[config.mk]
export PLATFORM = sky130hd
export DESIGN_NAME = blzc_regs
export DESIGN_NICKNAME = d
export VERILOG_FILES = /design/src/verilog/blzc_pkg.sv /design/src/verilog/blzc_bus_if.sv /design/src/verilog/blzc_code_bank.sv /design/src/verilog/blzc_regs.sv
export SDC_FILE = /design/constraint.sdc
export NUM_CORES = 1
export LEC_CHECK = 0
export BUFFER_PORTS_ARGS = -buffer_cell sky130_fd_sc_hd__buf_2
export CORE_MARGIN = 2
export CORE_UTILIZATION = 45
export DETAILED_ROUTE_END_ITERATION = 6
export MAX_ROUTING_LAYER = met4
export PLACE_DENSITY = 0.68
export SYNTH_ARGS = -nofsm -noshare
export SYNTH_HDL_FRONTEND = slang
export SYNTH_SLANG_ARGS = --single-unit
[constraint.sdc]
create_clock -name mclk -period 2.51 [get_ports mclk]
set_input_delay 0 -clock mclk [delete_from_list [all_inputs] [get_ports mclk]]
set_output_delay 0 -clock mclk [all_outputs]
set_load 0.05 [all_outputs]
[src/verilog/blzc_pkg.sv]
// Constants for the indoor and dark zone backlight current register bank.
// Assumes an 8-bit register port from the serial host interface, byte addresses.
package blzc_pkg;
    localparam int ADDR_W = 8;
    localparam int DATA_W = 8;
    localparam int CODE_W = 7;
    localparam logic [7:0] INDOOR_MAX_OFS = 8'h10;
    localparam logic [7:0] INDOOR_DIM_OFS = 8'h11;
    localparam logic [7:0] DARK_MAX_OFS = 8'h12;
    localparam logic [7:0] DARK_DIM_OFS = 8'h13;
    localparam int CODE_LSB = 0;
    localparam int CODE_MSB = 6;
    localparam int RSVD_BIT = 7;
    localparam logic [6:0] CODE_RESET = 7'h00;
    localparam logic [6:0] CODE_OFF = 7'h00;
    localparam logic [6:0] CODE_FULL = 7'h7f;
    localparam logic [7:0] READ_UNMAPPED = 8'h00;
    typedef enum logic [1:0] {
        ZONE_OTHER,
        ZONE_INDOOR,
        ZONE_DARK
    } blzc_zone_t;
endpackage : blzc_pkg

[src/verilog/blzc_bus_if.sv]
// Register-port signals passed from the bank top to its code storage.
// Assumes one clock domain and single-cycle write strobes.
`timescale 1ns/1ps
`default_nettype none
interface blzc_bus_if;
    logic wr_en;
    logic [7:0] addr;
    logic [6:0] wr_code;
    logic [6:0] indoor_full_code;
    logic [6:0] indoor_dimmed_code;
    logic [6:0] dark_full_code;
    logic [6:0] dark_dimmed_code;
    modport bank (
        input wr_en, addr, wr_code,
        output indoor_full_code, indoor_dimmed_code, dark_full_code, dark_dimmed_code
    );
    modport top (
        output wr_en, addr, wr_code,
        input indoor_full_code, indoor_dimmed_code, dark_full_code, dark_dimmed_code
    );
endinterface : blzc_bus_if
`default_nettype wire

[src/verilog/blzc_code_bank.sv]
// Four 7-bit current code registers for the indoor and dark zones.
// Assumes writes arrive already decoded to a strobe, an address and a code.
`timescale 1ns/1ps
`default_nettype none
module blzc_code_bank (
    input wire logic mclk,
    input wire logic reset_n,
    blzc_bus_if.bank bus
);
    logic [6:0] im_q, im_d, id_q, id_d, dm_q, dm_d, dd_q, dd_d;

    always_comb begin
        im_d = im_q;
        id_d = id_q;
        dm_d = dm_q;
        dd_d = dd_q;
        if (bus.wr_en) begin
            if (bus.addr == blzc_pkg::INDOOR_MAX_OFS) begin
                im_d = bus.wr_code;
            end else if (bus.addr == blzc_pkg::INDOOR_DIM_OFS) begin
                id_d = bus.wr_code;
            end else if (bus.addr == blzc_pkg::DARK_MAX_OFS) begin
                dm_d = bus.wr_code;
            end else if (bus.addr == blzc_pkg::DARK_DIM_OFS) begin
                dd_d = bus.wr_code;
            end
        end
    end

    always_ff @(posedge mclk) begin
        if (!reset_n) begin
            im_q <= blzc_pkg::CODE_RESET;
            id_q <= blzc_pkg::CODE_RESET;
            dm_q <= blzc_pkg::CODE_RESET;
            dd_q <= blzc_pkg::CODE_RESET;
        end else begin
            im_q <= im_d;
            id_q <= id_d;
            dm_q <= dm_d;
            dd_q <= dd_d;
        end
    end

    assign bus.indoor_full_code = im_q;
    assign bus.indoor_dimmed_code = id_q;
    assign bus.dark_full_code = dm_q;
    assign bus.dark_dimmed_code = dd_q;
endmodule : blzc_code_bank
`default_nettype wire

[src/verilog/blzc_regs.sv]
// Indoor and dark zone backlight current registers with code selection.
// Assumes host port signals and zone and dim inputs are on mclk already.
// Assumes at most one read or write strobe per cycle from the host port.
//
// Behaviour
// - Indoor full code at 0x10, bits 6:0
// - Indoor dimmed code at 0x11, used when dimming
// - Dark full code at 0x12, bits 6:0
// - Dark dimmed code at 0x13, used when dimming
// - Code zero is off, all ones full current

`timescale 1ns/1ps
`default_nettype none
module blzc_regs (
    input wire logic mclk,
    input wire logic reset_n,
    input wire logic reg_wr,
    input wire logic reg_rd,
    input wire logic [7:0] reg_addr,
    input wire logic [7:0] reg_wdata,
    input wire blzc_pkg::blzc_zone_t zone_sel,
    input wire logic dim_timeout,
    input wire logic dim_flag,
    output logic [7:0] reg_rdata,
    output logic reg_rvalid,
    output logic [6:0] led_code,
    output logic led_off,
    output logic led_full,
    output logic zone_active
);
    blzc_bus_if bus ();

    // Read path state
    logic [7:0] rdata_q;
    logic [7:0] rdata_d;
    logic rvalid_q;
    logic rvalid_d;
    // Code path and flag state
    logic [6:0] code_q;
    logic [6:0] code_d;
    logic off_q;
    logic off_d;
    logic full_q;
    logic full_d;
    logic act_q;
    logic act_d;
    // Decoded address, zone and dim level
    logic hit_indoor_max;
    logic hit_indoor_dim;
    logic hit_dark_max;
    logic hit_dark_dim;
    logic map_hit;
    logic wr_en;
    logic zone_indoor;
    logic zone_dark;
    logic dimmed;
    logic [6:0] indoor_code;
    logic [6:0] dark_code;

    // Address decode, shared by reads and writes
    always_comb begin
        hit_indoor_max = 1'h0;
        hit_indoor_dim = 1'h0;
        hit_dark_max = 1'h0;
        hit_dark_dim = 1'h0;
        if (reg_addr == blzc_pkg::INDOOR_MAX_OFS) begin
            hit_indoor_max = 1'h1;
        end else if (reg_addr == blzc_pkg::INDOOR_DIM_OFS) begin
            hit_indoor_dim = 1'h1;
        end else if (reg_addr == blzc_pkg::DARK_MAX_OFS) begin
            hit_dark_max = 1'h1;
        end else if (reg_addr == blzc_pkg::DARK_DIM_OFS) begin
            hit_dark_dim = 1'h1;
        end
    end

    // Unmapped offsets never reach the bank
    assign map_hit = hit_indoor_max | hit_indoor_dim | hit_dark_max | hit_dark_dim;

    always_comb begin
        wr_en = 1'h0;
        if (reg_wr && map_hit) begin
            wr_en = 1'h1;
        end
    end

    // Write port into the code bank
    assign bus.wr_en = wr_en;
    assign bus.addr = reg_addr;
    // Reserved bit dropped at the port, so storage cannot hold it
    assign bus.wr_code = reg_wdata[blzc_pkg::CODE_MSB:blzc_pkg::CODE_LSB];

    blzc_code_bank u_bank (
        .mclk(mclk),
        .reset_n(reset_n),
        .bus(bus)
    );

    // Read data holds its last value between reads
    always_comb begin
        rdata_d = rdata_q;
        if (reg_rd) begin
            if (hit_indoor_max) begin
                rdata_d = {1'h0, bus.indoor_full_code};
            end else if (hit_indoor_dim) begin
                rdata_d = {1'h0, bus.indoor_dimmed_code};
            end else if (hit_dark_max) begin
                rdata_d = {1'h0, bus.dark_full_code};
            end else if (hit_dark_dim) begin
                rdata_d = {1'h0, bus.dark_dimmed_code};
            end else begin
                // Unmapped reads still answer, so the host never stalls
                rdata_d = blzc_pkg::READ_UNMAPPED;
            end
        end
    end

    always_ff @(posedge mclk) begin
        if (!reset_n) begin
            rdata_q <= blzc_pkg::READ_UNMAPPED;
        end else begin
            rdata_q <= rdata_d;
        end
    end

    // Valid pulses once, one cycle after the strobe
    always_comb begin
        rvalid_d = reg_rd;
    end

    always_ff @(posedge mclk) begin
        if (!reset_n) begin
            rvalid_q <= 1'h0;
        end else begin
            rvalid_q <= rvalid_d;
        end
    end

    // Other zone values belong to other banks
    always_comb begin
        zone_indoor = 1'h0;
        zone_dark = 1'h0;
        case (zone_sel)
            blzc_pkg::ZONE_INDOOR: begin
                zone_indoor = 1'h1;
            end
            blzc_pkg::ZONE_DARK: begin
                zone_dark = 1'h1;
            end
            default: begin
                zone_indoor = 1'h0;
                zone_dark = 1'h0;
            end
        endcase
    end

    // Either dim source selects the dimmed code
    always_comb begin
        dimmed = 1'h0;
        if (dim_timeout || dim_flag) begin
            dimmed = 1'h1;
        end
    end

    // Full or dimmed code per zone
    always_comb begin
        if (dimmed) begin
            indoor_code = bus.indoor_dimmed_code;
            dark_code = bus.dark_dimmed_code;
        end else begin
            indoor_code = bus.indoor_full_code;
            dark_code = bus.dark_full_code;
        end
    end

    // No current when no zone of this bank is active
    always_comb begin
        if (zone_indoor) begin
            code_d = indoor_code;
        end else if (zone_dark) begin
            code_d = dark_code;
        end else begin
            code_d = blzc_pkg::CODE_OFF;
        end
    end

    always_ff @(posedge mclk) begin
        if (!reset_n) begin
            code_q <= blzc_pkg::CODE_OFF;
        end else begin
            code_q <= code_d;
        end
    end

    // Flags come from the same next code, so they never disagree with it
    always_comb begin
        act_d = zone_indoor | zone_dark;
        // Nonlinear scale itself lives in the analog sink; only end points flagged
        off_d = (code_d == blzc_pkg::CODE_OFF);
        full_d = (code_d == blzc_pkg::CODE_FULL);
    end

    always_ff @(posedge mclk) begin
        if (!reset_n) begin
            off_q <= 1'h1;
            full_q <= 1'h0;
            act_q <= 1'h0;
        end else begin
            off_q <= off_d;
            full_q <= full_d;
            act_q <= act_d;
        end
    end

    // Outputs straight from flip-flops
    assign reg_rdata = rdata_q;
    assign reg_rvalid = rvalid_q;
    assign led_code = code_q;
    assign led_off = off_q;
    assign led_full = full_q;
    assign zone_active = act_q;
endmodule : blzc_regs
`default_nettype wire

Word level (Yosys, flattened, before mapping):

Index checks and enable logic that the tools add are counted.

* register bits after elaboration: 47
* output and inout bits: 19
* logic and storage cells: 53

* equal/unequal tests: 7
* mux-type cells: 22
* bitwise operators: 7
* reduce and logical (&&, ||, !) cells: 7

Operators by type and width (count)
* 2-to-1 mux 7 bit: 8
* equality test 8 x 5 -> 1 bit, second input constant: 4
* 2-to-1 mux 1 bit: 14
* equality test 7 bit, second input constant: 1
* logical NOT 7 bit: 1
* AND reduction 5 bit: 1
* bitwise OR 1 bit: 4
* AND reduction 4 bit: 1
* NOT 1 bit: 3
* AND reduction 3 bit: 1
* equality test 2 x 1 -> 1 bit, second input constant: 1
* equality test 2 bit, second input constant: 1
* AND reduction 2 bit: 1
* logical AND 1 bit: 1
* logical OR 1 bit: 1

Depth between registers and ports, before layout:

* depth in word-level cells: 9
* gate-level depth with buffers: 6

Hierarchy:

A second synthesis with hierarchy kept.

* cell total of the unflattened synthesis: 232
* area, all modules: 2356.0 µm²

By module, submodules not included
* blzc_regs: instances 1, cells each 128, area an instance 1258.7 µm², sequential area each 360.3 µm²
* blzc_code_bank: instances 1, cells each 104, area an instance 1097.3 µm², sequential area each 560.5 µm²

Least setup slack after synthesis:

No wires, ideal clock.

* path kind: input port to flip-flop
* start: in zone_sel[1]
* end: reg full_q, in the netlist led_full
* library setup time: 61 ps
* data arrival time: 1159 ps
* required time: 2449 ps
* setup slack: 1290 ps
* stages: 6
* buffers on the path: 0
* cells stage by stage: inv_1 > ha_1 > nor2b_1 > o21ai_1 > a222oi_1 > and4_1

* cells in the longest elaborated chain, start to end: 5

Ends and longest elaborated chain
* from (decl): line blzc_regs.sv:21 `input wire blzc_pkg::blzc_zone_t zone_sel,`
* equality test 2 bit: line blzc_regs.sv:143 `case (zone_sel)`
* 2-to-1 mux 1 bit: line blzc_regs.sv:143
* 2-to-1 mux 7 bit: line blzc_regs.sv:180 `end else if (zone_dark) begin`
* 2-to-1 mux 7 bit *: line blzc_regs.sv:178 `if (zone_indoor) begin`
* equality test 7 bit *: line blzc_regs.sv:200 `full_d = (code_d == blzc_pkg::CODE_FULL);`
* to (signal assigned): line blzc_regs.sv:210 `full_q <= full_d;`
* to (decl): line blzc_regs.sv:43 `logic full_q;`

Mark *: on every way between the ends. The rest lies on a longest branch, timed or not.
A chain may end at the register's enable or synchronous reset.

Worst setup path in the final report:

Same ends and word-level chain as after synthesis.

==> impl_metrics.env <==
export IMPL_hold_viol_final=0
export IMPL_avgSynthCellArea_um2=8.90
export IMPL_crit_family="simple AND/OR/NAND/NOR gates"
export IMPL_max_stage_delay_ns=0.52
export IMPL_ir_drop_v=0.000239
export IMPL_power_density_mw_per_mm2=510
export IMPL_post_route_min_period_ns=1.98
export IMPL_drtIter0Drc=101
export IMPL_start_kind="input pin"
export IMPL_crit_required_ns=2.76
export IMPL_drt_antenna_violating_nets=0
export IMPL_core_area_mm2=0.00479
export IMPL_grtUsageMet1_pct=29.2
export IMPL_place_area_mm2=0.00241
export IMPL_power_leakage_nw=0.949
export IMPL_synth_top_family_by_area="compound AO/OA/AOI/OAI gates"
export IMPL_synth_seq_area_share_pct=40.8
export IMPL_die_area_mm2=0.00560
export IMPL_status="finished clean"
export IMPL_relSlewSlack_pct=54.6
export IMPL_initial_utilization_pct=47.2
export IMPL_drive_gt1_share_pct=21.5
export IMPL_arrival_ns=2.23
export IMPL_worst_path_buf_inv=3
export IMPL_wl_per_cell_um=14.9
export IMPL_ys_warnings_count=0
export IMPL_drc=0
export IMPL_finalNetCount=313
export IMPL_cap_violations=0
export IMPL_cts_setup_buffers=0
export IMPL_gr_total_overflow=0
export IMPL_tritoncts="yes"
export IMPL_cts_resized=0
export IMPL_totalWireLength_um=5300
export IMPL_synth_compound_area_share_pct=24.0
export IMPL_htreeDepth=2
export IMPL_r2r_slack_ns=1.14
export IMPL_cts_sinks=46
export IMPL_hold_path_class="input pin to flop"
export IMPL_syn_cell_area_mm2=0.00226
export IMPL_synth_mux_area_share_pct=7.97
export IMPL_setup_tns_ns=0
export IMPL_grt_pass1_wl_um=8940
export IMPL_min_period_over_period_pct=79.0
export IMPL_clk_pin_slew_ns=0.09
export IMPL_synth_seq_cells=46
export IMPL_grt_util_all_layers_pct=21.6
export IMPL_synth_xor_area_share_pct=0
export IMPL_use_met3_pct=4.82
export IMPL_path_max_fanout=8
export IMPL_worst_slew_pin_slew_ns=0.676
export IMPL_synth_fa_ha_area_share_pct=1.11
export IMPL_ys_types=32
export IMPL_io_pins=43
export IMPL_power_w=0.00132
export IMPL_reg2regPathDepth=4
export IMPL_drtPass1Iterations=4
export IMPL_synth_cells=254
export IMPL_clock_root_buffer="clkbuf_8"
export IMPL_syn_nets=280
export IMPL_die_y_um=74.9
export IMPL_antenna_cells=0
export IMPL_crit_path_end_kind="flop"
export IMPL_area_growth_pct=14.7
export IMPL_finalSetupViolCount=0
export IMPL_io_buffer_count=40
export IMPL_fill_cells=458
export IMPL_clockBufferDepth=2
export IMPL_fin_worst_skew_ns=0.00795
export IMPL_dp_hpwl_um=3490
export IMPL_clock_latency_ns=0.30
export IMPL_grt_max_degree=36
export IMPL_hp_start="reg_rd"
export IMPL_fp_row_count=25
export IMPL_critPathSlowestCell="dlygate4sd3_1"
export IMPL_cts_buffers=5
export IMPL_grt_pass1_vias=1815
export IMPL_path_class="input pin to flop"
export IMPL_min_path_cells=2
export IMPL_grt_antenna_before_repair=0
export IMPL_r2r_end="led_off"
export IMPL_design_area_mm2=0.00259
export IMPL_rsz0062_at_grt="false"
export IMPL_drv_slew=0
export IMPL_viasPerCell=5.60
export IMPL_yosys_area_share_simple_pct=18.8
export IMPL_whs_endpoint="reg_rvalid"
export IMPL_r2r_start="u_bank.bus.indoor_full_code[4]"
export IMPL_die_w_um=74.9
export IMPL_grt_busiest_layer="met2"
export IMPL_vias=1987
export IMPL_worstPathCellList="dlygate4sd3_1, buf_2, inv_1, ha_1, nor2b_1, o21ai_1, a222oi_1, and4_1"
export IMPL_fmax_ghz=0.505
export IMPL_routabilityCongestion=0.784
export IMPL_gr_usage_met2_pct=32.8
[metal layers]
metal | wire length [um] | vias to the layer above
met5 | 0 | -
met3 | 314 | 7
met1 | 2490 | 932
met4 | 58 | 0
met2 | 2430 | 52
li1 | - | 996
[cell usage after synthesis, drive strengths merged]
| library cell | number | area [um2] |
|---|---|---|
| and2 | 2 | 12.5 |
| dfxtp | 46 | 921 |
| and3 | 1 | 6.26 |
| nand3 | 28 | 140 |
| nor4b | 1 | 23.8 |
| and4 | 2 | 17.5 |
| nor3b | 12 | 90.1 |
| a22o | 1 | 8.76 |
| ha | 2 | 25.0 |
| a21oi | 41 | 205 |
| mux2 | 2 | 22.5 |
| conb | 1 | 3.75 |
| clkbuf | 12 | 45.0 |
| nand4 | 4 | 25.0 |
| nor2 | 10 | 40.0 |
| o21a | 12 | 90.1 |
| clkinv | 2 | 7.51 |
| buf | 13 | 104 |
| a22oi | 1 | 7.51 |
| mux4 | 7 | 158 |
| o21ai | 40 | 204 |
| nand4b | 1 | 8.76 |
| nor2b | 8 | 50.1 |
| and4b | 1 | 10.0 |
| a222oi | 1 | 10.0 |
| o41ai | 1 | 16.3 |
| inv | 2 | 7.51 |
[through the flow]
| stage | util, % | instances | hold slack [ns] | setup WS [ns] |
|---|---|---|---|---|
| 4_1_cts | 54.1 | 355 | 0.0485 | 0.541 |
| 2_1_floorplan | - | 254 | 0.0557 | 1.29 |
| 3_3_place_gp | 50.4 | 338 | 0.204 | 0.755 |
| 3_5_place_dp | 50.4 | 338 | 0.207 | 0.769 |
| 6_report | 54.1 | 355 | 0.0350 | 0.528 |
| 5_1_grt | 54.1 | 355 | 0.0421 | 0.371 |
[cells in the final DEF (no fill, tap or decap)]
cell type      synthesis  routed
clkinv_2               0       1
nand4_1                4       4
mux4_2                 7       7
clkinv_1               2       2
a222oi_1               1       1
nor2_2                 1       1
buf_4                  3       2
a22oi_1                1       1
buf_2                  5      40
nor4b_4                1       1
conb_1                 1       1
nor2b_1                8       8
nor3b_1               12      12
nor2_1                 9       9
mux2_2                 2       2
clkbuf_1              12       1
o21a_1                12      12
nand4b_1               1       1
nand3_1               28      28
o41ai_2                1       1
inv_1                  2       2
ha_1                   2       2
a21oi_1               41      41
a22o_1                 1       1
and4_1                 2       2
o21ai_0               35      35
dfxtp_1               46      46
and3_1                 1       1
clkbuf_8               0       6
and4b_1                1       1
and2_1                 2       2
o21ai_1                4       4
dlygate4sd3_1          0       9
o21ai_2                1       1
[report_power, final]
group          internal [W]  switching, W
sequential         0.000732   0.000000840
clock              0.000223      0.000251
combinational     0.0000375     0.0000771
total              0.000992      0.000329
[sequential cells by signal, indices dropped and copies added, names as in the netlist, 7 cells and up]
| signal | count |
|---|---|
| led_code | 7 |
| reg_rdata | 7 |
| u_bank.bus.dark_dimmed_code | 7 |
| u_bank.bus.dark_full_code | 7 |
| u_bank.bus.indoor_dimmed_code | 7 |
| u_bank.bus.indoor_full_code | 7 |
[how the worst max path moves through the flow]
stage / from / cells after the start / end
2_1_floorplan: zone_sel[1] / 6 / led_full
3_3_place_gp: zone_sel[0] / 6 / led_full
3_5_place_dp: zone_sel[1] / 7 / led_full
4_1_cts: zone_sel[1] / 8 / led_full
5_1_grt: zone_sel[1] / 8 / led_full
6_report: zone_sel[1] / 8 / led_full
[logic make-up (layout without fill, tap and decap cells)]
kind of cell / Yosys count / in the layout
simple gates: 70 / 70
fa+ha+maj: 2 / 2
compound gates: 97 / 97
other cells: 1 / 1
buf+inv: 29 / 63
flops: 46 / 46
mux: 9 / 9
[timing repair]
| action | 4_1_cts | 5_1_grt |
|---|---|---|
| hold buffers | 9 | 0 |
| setup endpoints to repair | 0 | 0 |
| hold endpoints to repair | 30 | 0 |
[layout make-up]
type | instances | area (um2) | area share [%]
Clock inverter | 1 | 5.00 | 0.193
Clock buffer | 7 | 86.3 | 3.33
Timing Repair Buffer | 51 | 305 | 11.8
Inverter | 4 | 15.0 | 0.579
Sequential cell | 46 | 921 | 35.5
Multi-Input combinational cell | 179 | 1170 | 45.3
Tap cell | 67 | 83.8 | 3.24
Note: power is estimated with default switching activity, not from simulation.
